**config.mk**
```make
export PLATFORM = sky130hd
export DESIGN_NAME = param_store_mode_select
export DESIGN_NICKNAME = d
export VERILOG_FILES = /design/src/rtl/persist_commit.v /design/src/rtl/param_store_mode_select.v
export VERILOG_INCLUDE_DIRS = /design/src /design/src/rtl
export SDC_FILE = /design/constraint.sdc
export NUM_CORES = 1
export LEC_CHECK = 0
export BUFFER_PORTS_ARGS = -buffer_cell sky130_fd_sc_hd__buf_2
export CORE_ASPECT_RATIO = 1.25
export CORE_MARGIN = 4
export CORE_UTILIZATION = 40
export DETAILED_ROUTE_END_ITERATION = 12
export PLACE_DENSITY_LB_ADDON = 0.2
export SLEW_MARGIN = 20
export SYNTH_ARGS = -nofsm -noshare
export SYNTH_HDL_FRONTEND = slang
export SYNTH_SLANG_ARGS = --single-unit
```
**constraint.sdc**
```tcl
create_clock -name clk -period 2.5 [get_ports clk]
set_clock_uncertainty 0.05 [all_clocks]
set_input_delay 0.125 -clock clk [delete_from_list [all_inputs] [get_ports clk]]
set_output_delay 0.125 -clock clk [all_outputs]
set_load 0.03 [all_outputs]
```
**src/rtl/param_store_map.vh**
```
// object indices, field positions, reset values and codes of the parameter store
`ifndef PARAM_STORE_MAP_VH
`define PARAM_STORE_MAP_VH
`define IDX_CONTROL_METHOD_SELECT 16'h3010
`define IDX_PERSIST_WRITES_GATE   16'h332F
`define IDX_OPTION_BYTE           16'h3500
`define IDX_FAULT_STATUS          16'h3501
`define SUBIDX_MAIN               8'h00
`define METHOD_SPEED_EXPRESS      8'h00
`define METHOD_SPEED              8'h01
`define METHOD_TORQUE             8'h02
`define METHOD_MAX                8'h02
`define RST_CONTROL_METHOD        8'h00
`define RST_PERSIST_GATE          8'h00
`define RST_OPTION_BYTE           8'h00
`define FAULT_CODE_SETTING_CHANGE 8'h31
`define BITS_PER_BYTE             4'h8
`define DIR_RECEIVE               1'b0
`define DIR_TRANSMIT              1'b1
`define ABORT_NO_OBJECT           2'h1
`define ABORT_VALUE_RANGE         2'h2
`define ABORT_READ_ONLY           2'h3
`endif

```
**src/rtl/persist_commit.v**
```verilog
// commit of changed parameters to non-volatile memory while the gate is open
`timescale 1ns/100ps
module persist_commit (
  input  wire        clk,
  input  wire        rst_n,
  input  wire        change_pulse,
  input  wire [15:0] change_index,
  input  wire [7:0]  change_value,
  input  wire [7:0]  gate_value,
  input  wire        nvm_ready,
  output reg         nvm_write,
  output reg  [15:0] nvm_index,
  output reg  [7:0]  nvm_data,
  output wire        commit_busy
);
  // ************************************************
  // pending commit, launched at most once per change
  // ************************************************
  reg pending_reg;
  assign commit_busy = pending_reg;
  // a change is queued only while the gate is non-zero; closing the gate does not cancel a commit already pending
  always @(posedge clk or negedge rst_n) begin
    if (!rst_n) begin
      pending_reg <= 1'b0;
      nvm_write   <= 1'b0;
      nvm_index   <= 16'h0000;
      nvm_data    <= 8'h00;
    end else begin
      nvm_write <= 1'b0;
      if (change_pulse && (gate_value != 8'h00)) begin
        pending_reg <= 1'b1;
        nvm_index   <= change_index;
        nvm_data    <= change_value;
      end else if (pending_reg && nvm_ready) begin
        nvm_write   <= 1'b1;
        pending_reg <= 1'b0;
      end
    end
  end
endmodule // persist_commit

```
**src/rtl/param_store_mode_select.v**
```verilog
// parameter store: persist gate, control-method selector and setting-change fault
// Function
// - every bit setting is also one position of a containing byte of eight bits
// - with the persist gate non-zero each selector and option change is queued for commit to nvm
// - changes made while the gate is zero need not survive a key cycle
// - master-to-slave is receive direction, slave-to-master is transmit direction
// - control-method selector takes 0 express speed, 1 speed, 2 torque
// - any change of the selector sets the setting-change fault, code 49
// - the setting-change fault stays latched until power is cycled
`timescale 1ns/100ps
`include "param_store_map.vh"
module param_store_mode_select (
  input  wire        clk,
  input  wire        nrst,
  input  wire        sdo_req,
  input  wire        sdo_write,
  input  wire [15:0] sdo_index,
  input  wire [7:0]  sdo_subindex,
  input  wire [7:0]  sdo_wdata,
  output reg         sdo_ack,
  output reg  [1:0]  sdo_abort,
  output reg  [7:0]  sdo_rdata,
  output reg         sdo_dir,
  input  wire        nvm_ready,
  output wire        nvm_write,
  output wire [15:0] nvm_index,
  output wire [7:0]  nvm_data,
  output wire        nvm_busy,
  output wire [1:0]  control_method,
  output wire        setting_fault,
  output wire [7:0]  fault_code,
  output wire [7:0]  option_bits,
  input  wire        motor_driving
);
  // ************************************************
  // usage notes
  // ************************************************
  // motor_driving is advisory only: keeping the selector still while the
  // motor runs is up to the master, so such writes are neither blocked nor flagged
  // one commit slot only: a change arriving while an earlier commit still waits
  // for nvm_ready replaces it, so the master spaces its changes apart
  // gate writes are never committed, and the gate comes up closed after reset
  // a selector write of the value already held is accepted without a fault
  // a refused selector write leaves both the value and the fault latch alone

  // ************************************************
  // reset release
  // ************************************************
  // nrst is the power-on reset; it is the only thing that clears the fault latch
  // only the second stage feeds the design, so release never lands mid-edge
  reg rst_meta_reg;
  reg rst_n_reg;
  // asynchronous assert, two-stage synchronous release
  always @(posedge clk or negedge nrst) begin
    if (!nrst) begin
      rst_meta_reg <= 1'b0;
      rst_n_reg    <= 1'b0;
    end else begin
      rst_meta_reg <= 1'b1;
      rst_n_reg    <= rst_meta_reg;
    end
  end

  // ************************************************
  // object storage
  // ************************************************
  reg [7:0] method_reg;
  reg [7:0] gate_reg;
  reg [7:0] option_reg;
  reg       fault_reg;
  reg       change_reg;
  reg [15:0] change_idx_reg;
  reg [7:0] change_val_reg;

  // subindex 0 selects the main value of each object
  function is_obj;
    input [15:0] idx;
    input [7:0]  sub;
    input [15:0] want;
    begin
      is_obj = (idx == want) && (sub == `SUBIDX_MAIN);
    end
  endfunction

  wire hit_method = is_obj(sdo_index, sdo_subindex, `IDX_CONTROL_METHOD_SELECT);
  wire hit_gate   = is_obj(sdo_index, sdo_subindex, `IDX_PERSIST_WRITES_GATE);
  wire hit_option = is_obj(sdo_index, sdo_subindex, `IDX_OPTION_BYTE);
  // bit sub-indices 1..8 reach single bits of the option byte
  wire hit_bit    = (sdo_index == `IDX_OPTION_BYTE) && (sdo_subindex != 8'h00)
                    && (sdo_subindex <= {4'h0, `BITS_PER_BYTE});
  // sub-index 8 wraps to bit 7 through the 3-bit subtraction
  wire [2:0] bit_pos = sdo_subindex[2:0] - 3'h1;
  wire hit_fault  = is_obj(sdo_index, sdo_subindex, `IDX_FAULT_STATUS);

  // ************************************************
  // helper functions
  // ************************************************
  // byte with one bit position replaced, for bit-object writes and their commit
  function [7:0] with_bit;
    input [7:0] byte_in;
    input [2:0] pos;
    input       val;
    reg   [7:0] mask;
    begin
      mask     = 8'h01 << pos;
      with_bit = val ? (byte_in | mask) : (byte_in & ~mask);
    end
  endfunction

  // fault status byte as read back and as shown on fault_code
  function [7:0] fault_report;
    input latched;
    begin
      fault_report = latched ? `FAULT_CODE_SETTING_CHANGE : 8'h00;
    end
  endfunction

  // selector values above the torque method are refused
  function method_ok;
    input [7:0] val;
    begin
      method_ok = (val <= `METHOD_MAX);
    end
  endfunction

  // ************************************************
  // sdo request handling
  // ************************************************
  // every request answered in the following cycle; answer is transmit direction
  always @(posedge clk or negedge rst_n_reg) begin
    if (!rst_n_reg) begin
      method_reg     <= `RST_CONTROL_METHOD;
      gate_reg       <= `RST_PERSIST_GATE;
      option_reg     <= `RST_OPTION_BYTE;
      fault_reg      <= 1'b0;
      change_reg     <= 1'b0;
      change_idx_reg <= 16'h0000;
      change_val_reg <= 8'h00;
      sdo_ack        <= 1'b0;
      sdo_abort      <= 2'h0;
      sdo_rdata      <= 8'h00;
      sdo_dir        <= `DIR_RECEIVE;
    end else begin
      sdo_ack    <= 1'b0;
      change_reg <= 1'b0;
      if (sdo_req) begin
        sdo_ack   <= 1'b1;
        sdo_dir   <= `DIR_TRANSMIT;
        sdo_abort <= 2'h0;
        sdo_rdata <= 8'h00;
        // writes: refuse, store, and queue a commit for every stored object but the gate
        if (sdo_write) begin
          if (hit_method) begin
            if (!method_ok(sdo_wdata)) begin
              sdo_abort <= `ABORT_VALUE_RANGE;
            end else begin
              method_reg <= sdo_wdata;
              change_reg <= 1'b1;
              change_idx_reg <= `IDX_CONTROL_METHOD_SELECT;
              change_val_reg <= sdo_wdata;
              if (sdo_wdata != method_reg) begin
                fault_reg <= 1'b1;
              end
            end
          end else if (hit_gate) begin
            gate_reg <= sdo_wdata;
          end else if (hit_option) begin
            option_reg     <= sdo_wdata;
            change_reg     <= 1'b1;
            change_idx_reg <= `IDX_OPTION_BYTE;
            change_val_reg <= sdo_wdata;
          end else if (hit_bit) begin
            option_reg     <= with_bit(option_reg, bit_pos, sdo_wdata[0]);
            change_reg     <= 1'b1;
            change_idx_reg <= `IDX_OPTION_BYTE;
            change_val_reg <= with_bit(option_reg, bit_pos, sdo_wdata[0]);
          end else if (hit_fault) begin
            sdo_abort <= `ABORT_READ_ONLY;
          end else begin
            sdo_abort <= `ABORT_NO_OBJECT;
          end
        // reads: return the stored value, bit objects in bit 0
        end else begin
          if (hit_method) begin
            sdo_rdata <= method_reg;
          end else if (hit_gate) begin
            sdo_rdata <= gate_reg;
          end else if (hit_option) begin
            sdo_rdata <= option_reg;
          end else if (hit_bit) begin
            sdo_rdata <= {7'h00, option_reg[bit_pos]};
          end else if (hit_fault) begin
            sdo_rdata <= fault_report(fault_reg);
          end else begin
            sdo_abort <= `ABORT_NO_OBJECT;
          end
        end
      end
    end
  end

  // ************************************************
  // outputs and nvm commit
  // ************************************************
  assign control_method = method_reg[1:0];
  assign setting_fault  = fault_reg;
  assign fault_code     = fault_report(fault_reg);
  assign option_bits    = option_reg;

  persist_commit u_commit (
    .clk          (clk),
    .rst_n        (rst_n_reg),
    .change_pulse (change_reg),
    .change_index (change_idx_reg),
    .change_value (change_val_reg),
    .gate_value   (gate_reg),
    .nvm_ready    (nvm_ready),
    .nvm_write    (nvm_write),
    .nvm_index    (nvm_index),
    .nvm_data     (nvm_data),
    .commit_busy  (nvm_busy)
  );
endmodule // param_store_mode_select

```
==> results of run 1 <==
[power groups by stage]
| stage | clock network (W) | logic, W | registers (W) |
|---|---|---|---|
| after floorplan | 0 | 0.000111 | 0.00108 |
| after global placement | 0 | 0.000190 | 0.00106 |
| after detailed placement | 0 | 0.000193 | 0.00106 |
| after CTS | 0.00111 | 0.000197 | 0.00104 |
| after global routing | 0.00114 | 0.000216 | 0.00104 |
| final | 0.00109 | 0.000195 | 0.00104 |
[repair_timing]
action                    CTS  global route
hold endpoints to repair    5             0
buffers inserted            0             0
hold buffers                3             0
[cells in the final DEF, fill, tap and decap left out, types with 3 or more instances in the layout]
cell type / synthesis / routed
buf_2: 0 / 77
dfrtp_1: 64 / 63
mux2_2: 34 / 34
buf_4: 23 / 32
conb_1: 2 / 17
o21ai_0: 16 / 15
a22o_1: 11 / 11
inv_1: 10 / 10
nor4_1: 9 / 9
nand2_1: 9 / 9
clkbuf_8: 0 / 9
xnor2_1: 8 / 8
a22oi_1: 8 / 8
nand2b_1: 7 / 7
and2_1: 7 / 7
ha_1: 7 / 7
or4_1: 6 / 6
nand4_1: 5 / 5
nand3_1: 5 / 5
nor3_1: 5 / 5
o2bb2ai_1: 5 / 5
nand3b_1: 4 / 4
a21oi_1: 4 / 4
a21o_1: 4 / 4
nor2_1: 3 / 3
mux2i_1: 3 / 3
a2bb2oi_1: 3 / 3
bufinv_16: 0 / 3
dlygate4sd3_1: 0 / 3
[kinds of logic (layout without fill, tap and decap cells)]
logic type	after synthesis	after routing	share of synthesized area, %
compound gates	60	60	12.6
xor+xnor	8	8	2.02
fa+ha+maj	7	7	2.53
buf+inv	44	140	7.69
flops	64	64	46.2
mux	41	41	14.1
other cells	2	17	0.217
simple gates	78	78	14.7
[worst max path at each step]
stage                      start  cells after the start             end
global route        sdo_index[9]                      6  option_bits[2]
floorplan           sdo_index[9]                      7  option_bits[5]
global placement    sdo_index[9]                      6  option_bits[3]
finish              sdo_index[9]                      6  option_bits[3]
detailed placement  sdo_index[9]                      6  option_bits[3]
CTS                 sdo_index[9]                      6  option_bits[3]
[layer usage]
layer	vias to the layer above	global-route usage (%)	share of wire, %
met4	0	10.1	3.3
met5	-	0	0
met1	1346	22.5	43
li1	1306	-	-
met3	22	2.61	4.1
met2	89	28.7	49
[final cells by class]
| cell class | instances | area (um^2) | share of cell area (%) |
|---|---|---|---|
| Multi-Input combinational cell | 211 | 1650 | 38.1 |
| Sequential cell | 64 | 1600 | 36.9 |
| Timing Repair Buffer | 113 | 676 | 15.6 |
| Clock buffer | 9 | 124 | 2.86 |
| Tap cell | 97 | 121 | 2.80 |
| Clock inverter | 7 | 120 | 2.77 |
| Inverter | 11 | 41.3 | 0.952 |
[critical path, stage by stage]
cell      delay [ps]
buf_2            100
or4_4            530
or4_4            530
a2111o_1         350
nor3_4           440
mux2_2           400
[metrics by stage]
| stage | power (W) | instance area (um^2) | utilization, % |
|---|---|---|---|
| floorplan | 0.00119 | 3520 | - |
| global placement | 0.00125 | 4060 | 48.8 |
| detailed placement | 0.00125 | 4060 | 48.8 |
| CTS | 0.00234 | 4340 | 52.1 |
| global route | 0.00240 | 4340 | 52.1 |
| finish | 0.00232 | 4340 | 52.1 |
==> metrics.csv, run 1 <==
stage,metric,value,unit
run_status,status,finished clean,
logic_synthesis,avgSynthCellArea,11.4,um^2
global_routing,track_usage,17.7,%
timing,fin_crit_sh,91.6,%
floorplanning,die_width,91.2,um
run,max_cap_violations,0,
final_layout,fill_cells,757,
logic_synthesis,dominantRegCellSynth,dfrtp_1,
power_and_ir_drop,clock_power_share,46.8,%
timing,slew_viol_final,0,
power_and_ir_drop,p_leak,2.18,nW
power_and_ir_drop,p_int,0.00177,W
setup_path,cp.required,2690,ps
logic_synthesis,synth_common_cells,"dfrtp_1 (64), mux2_2 (34), buf_4 (23)",
global_routing,grt_pass1_vias,2798,
placed_design,io_buffers,77,
logic_synthesis,synth_cell_types,51,
timing,fin_setup_tns,0,ps
floorplanning,die_area,10200,um^2
logic_synthesis,synth_cells,304,
timing,rsz0062_at_grt,no,
timing,min_period,2290,ps
logic_synthesis,synth_edf_count,0,
floorplanning,pin_count,95,
setup_path,rr_endpoint,sdo_rdata[0],
global_routing,grt_max_degree,63,
final_layout,nNetsFinal,455,
placed_design,dpl.hpwl,6770,um
routing,drc,0,
placed_design,globalplace.congestion,0.882,
routing,num_vias,2763,
clocking,root_buffer,clkbuf_8,
floorplanning,core_area,8330,um^2
clocking,clkSinkCount,64,
power_and_ir_drop,p_per_area,535,nW/um^2
clocking,cts_buffer_depth,2,
logic_synthesis,syn-cell-area,3460,um^2
placed_design,dp.cells,493,
timing,relSlewSlack,47.6,%
timing,hold_viol,0,
setup_path,timing.rr.start,option_bits[5],
logic_synthesis,async_flop_share,100,%
global_routing,grt_pass1_wl,14200,um
routing,wl_per_cell,17.3,um
floorplanning,dieHeight,112,um
logic_synthesis,synth.top_cells.by_area,"dfrtp_1 (46%), mux2_2 (11%), buf_4 (5.0%), a22o_1 (2.8%), ha_1 (2.5%)",
routing,wirelength,8830,um
worst_hold_path,hold_path.class,in -> async,
timing,holdWs,38.6,ps
placed_design,dpl_worst_slack,-158,ps
clocking,cts_tree,done,
logic_synthesis,yosysTopAreaCell,dfrtp_1,
logic_synthesis,ys_warn_count,0,
global_routing,antenna_found_initial,0,
timing,setup_viol,0,
clocking,htreeDepth,3,
setup_path,endpoint_kind,flip-flop,
routing,first_pass_iters,4,
power_and_ir_drop,p_sw,0.000548,W
setup_path,worstRegToRegCells,5,
floorplanning,initial_core_util,41.6,%
clocking,cts_made_buffers,9,
logic_synthesis,synth.most_common_cell,dfrtp_1,
logic_synthesis,synth-seq-area-share,46.2,%
routing,drtIter0Drc,100,
final_layout,antenna_cells,0,
clocking,clkTransAtPathRegs,80,ps
routing,via_per_inst,5.40,
timing,worst_slew_pin_slew,786,ps
setup_path,critPathArrivalTime,2480,ps
global_routing,gr-total-overflow,0,
power_and_ir_drop,switching_share,23.6,%
final_layout,finalNonFillerCells,512,
timing,setup_ws,210,ps
setup_path,worstPathMaxFanout,9,
timing,fmax,437,MHz
floorplanning,rows,37,
setup_path,start_kind,input port,
clocking,insertion_delay,350,ps
setup_path,worstSetupPathType,in -> reg,
logic_synthesis,ys_ff_latch,64,
power_and_ir_drop,power_frac_comb,8.4,%
routing,ant_nets,0,
final_layout,syn_to_final_growth,25.2,%
power_and_ir_drop,peakVddDrop,0.294,mV
clocking,cts-resized-gates,0,
logic_synthesis,netlist.area_leader.share,46.2,%
setup_path,ff2ff_setup_slack,460,ps
final_layout,drive_above_1_share,41.9,%
power_and_ir_drop,seqPwrFrac,44.8,%
Power figures use the tool's default switching activity.
==> run 2: changes to the inputs <==
--- a/config.mk
+++ b/config.mk
@@ -11,6 +11,7 @@
 export CORE_MARGIN = 4
 export CORE_UTILIZATION = 40
 export DETAILED_ROUTE_END_ITERATION = 12
+export MAX_ROUTING_LAYER = met4
 export PLACE_DENSITY_LB_ADDON = 0.2
 export SLEW_MARGIN = 20
 export SYNTH_ARGS = -nofsm -noshare
==> constraint.sdc (replaced) <==
create_clock -name clk -period 2.5 [get_ports clk]
set_clock_uncertainty 0.05 [all_clocks]
set_input_delay 0.5 -clock clk [delete_from_list [all_inputs] [get_ports clk]]
set_output_delay 0.5 -clock clk [all_outputs]
set_load 0.03 [all_outputs]
==> run 2 against run 1 <==
Wire length grew 3.1%. Die area is the same. Clock power is essentially flat. First-iteration DRC count grew 13%. Register-to-register slack gained 30 ps. Total power grew 0.89%. Flip-flop and latch count is the same.
==> metrics.csv, run 2 (synthesis results as in run 1) <==
stage,metric,value,unit,change
setup_path,critPathArrivalTime,2680,ps,+200 ps
clocking,clkSinkCount,64,,unchanged
clocking,clkTransAtPathRegs,70,ps,about the same
power_and_ir_drop,peakVddDrop,0.441,mV,+50%
global_routing,antenna_found_initial,0,,unchanged
timing,setup_viol,0,,unchanged
placed_design,dpl.hpwl,7070,um,+4.4%
timing,rsz0062_at_grt,no,,
placed_design,io_buffers,77,,unchanged
global_routing,grt_pass1_vias,2888,,+3.2%
clocking,insertion_delay,350,ps,about the same
setup_path,cpMostUsedCell,or4_4,,
power_and_ir_drop,p_leak,2.26,nW,+3.7%
placed_design,dp.cells,504,,+2.2%
floorplanning,die_width,91.2,um,unchanged
setup_path,cp.required,2710,ps,+20 ps
global_routing,gr-total-overflow,0,,unchanged
final_layout,finalNonFillerCells,525,,+2.5%
setup_path,endpoint_kind,flip-flop,,
timing,fmax,405,MHz,-7.3%
setup_path,cp.buffers_inverters,2,,+1
setup_path,slowest_delay,530,ps,about the same
routing,via_per_inst,5.33,,-1.2%
power_and_ir_drop,power.total,0.00234,W,+0.89%
run,max_cap_violations,0,,unchanged
setup_path,worstSetupPathType,in -> reg,,
final_layout,syn_to_final_growth,29.8,%,
timing,fin_crit_sh,98.8,%,+7.2 points
floorplanning,initial_core_util,41.6,%,unchanged
power_and_ir_drop,p_per_area,521,nW/um^2,-2.7%
clocking,cts_tree,done,,
run_status,status,finished clean,,
routing,wirelength,9110,um,+3.1%
routing,first_pass_iters,4,,unchanged
setup_path,start_kind,input port,,
final_layout,drive_above_1_share,44.9,%,+2.9 points
floorplanning,die_area,10200,um^2,unchanged
worst_hold_path,hold_path.class,reg -> async,,
global_routing,grt_pass1_wl,14900,um,+4.7%
routing,drc,0,,unchanged
final_layout,fin_util,54.0,%,+1.9 points
setup_path,crit_family,simple AND/OR/NAND/NOR gates,,
final_layout,antenna_cells,0,,unchanged
final_layout,layout_common_cells,"buf_2 (76), dfrtp_1 (63), buf_4 (45), mux2_2 (31), conb_1 (17)",,
setup_path,worstPathMaxFanout,3,,-6
routing,drtIter0Drc,113,,+13%
final_layout,nNetsFinal,468,,+2.9%
clocking,cts_buffer_depth,2,,unchanged
global_routing,grt_max_degree,63,,unchanged
clocking,cts_made_buffers,9,,unchanged
clocking,root_buffer,clkbuf_8,,
final_layout,layout_commonest_cell,buf_2,,
timing,relSlewSlack,67.9,%,+20 points
floorplanning,dieHeight,112,um,unchanged
setup_path,path_cells,"buf_6, or4_4, or4_4, a2111o_1, buf_4, or3_4, o211ai_1",,
routing,num_vias,2799,,+1.3%
floorplanning,rows,37,,unchanged
floorplanning,core_area,8330,um^2,unchanged
floorplanning,pin_count,95,,unchanged
setup_path,crit_slowest_cell,or4_4,,
timing,hold_viol,0,,unchanged
clocking,htreeDepth,3,,unchanged
global_routing,track_usage,19.1,%,+1.4 points
routing,ant_nets,0,,unchanged
routing,wl_per_cell,17.4,um,+0.57%
timing,min_period,2470,ps,+179 ps
placed_design,globalplace.congestion,0.881,,about the same
timing,slew_viol_final,0,,unchanged
timing,worst_slew_pin_slew,470,ps,-316 ps
run 2: cell types whose count changed in the layout (fill, tap and decap cells not counted), sizes merged:
cell | before | now
clkinv | 4 | 2
inv | 10 | 11
dlygate4sd3 | 3 | 1
buf | 110 | 125
clkinvlp | 1 | 2
run 2: repair_timing:
item	4_1_cts	5_1_grt
pin swaps	0	1
gates resized for setup	2	4
setup endpoints to repair	9	8
hold endpoints to repair	2	0
gates cloned	0	0
hold buffers	1	0
setup buffers	2	2
run 2: power by group:
part | internal [W] | switching (W)
Combinational | 0.0000825 | 0.000128
Sequential | 0.00104 | 0.00000145
Clock | 0.000663 | 0.000428
run 2: final timing paths:
kind                                startpoint  depth (start not counted)  slack (ps)           endpoint
worst max-delay path              sdo_index[9]                          7          30  change_val_reg[0]
worst min-delay path                 rst_n_reg                          1         230      method_reg[2]
worst max register to register  option_bits[2]                          5         490       sdo_rdata[0]
worst min register to register       rst_n_reg                          1         230      method_reg[2]
max in group asynchronous                 nrst                          2        1880          rst_n_reg
min in group clk                       sdo_req                          1         310            sdo_ack
run 2: layout make-up:
type                            instances  area (um^2)
Clock buffer                            9          124
Sequential cell                        64         1600
Timing Repair Buffer                  126          800
Multi-Input combinational cell        211         1690
Clock inverter                          7          119
Fill cell                             758         3840
Inverter                               11         41.3
Tap cell                               97          121
run 2: stage by stage:
stage | worst slack, ps | cell area (um^2) | TNS [ps] | hold slack, ps
6_report | 30.8 | 4500 | 0 | 226
5_1_grt | 2.34 | 4500 | 0 | 273
4_1_cts | -7.27 | 4460 | -15.7 | 243
3_5_place_dp | -398 | 4190 | -8270 | 237
3_3_place_gp | -366 | 4190 | -8260 | 231
2_1_floorplan | -351 | 3540 | -2930 | 154
run 2: worst reg2reg max path, stage by stage (launching register included):
cell and delay, ps:
dfrtp_1 450, mux4_2 470, mux2_2 300, a21o_1 160, a221oi_1 320, o21ai_0 130
run 2: layer usage:
layer	track usage, %	vias up	share of wire (%)
met2	31.0	74	50
met3	4.16	14	4.0
met1	24.0	1383	45
met4	5.73	0	1.7
met5	-	-	0
li1	-	1328	-
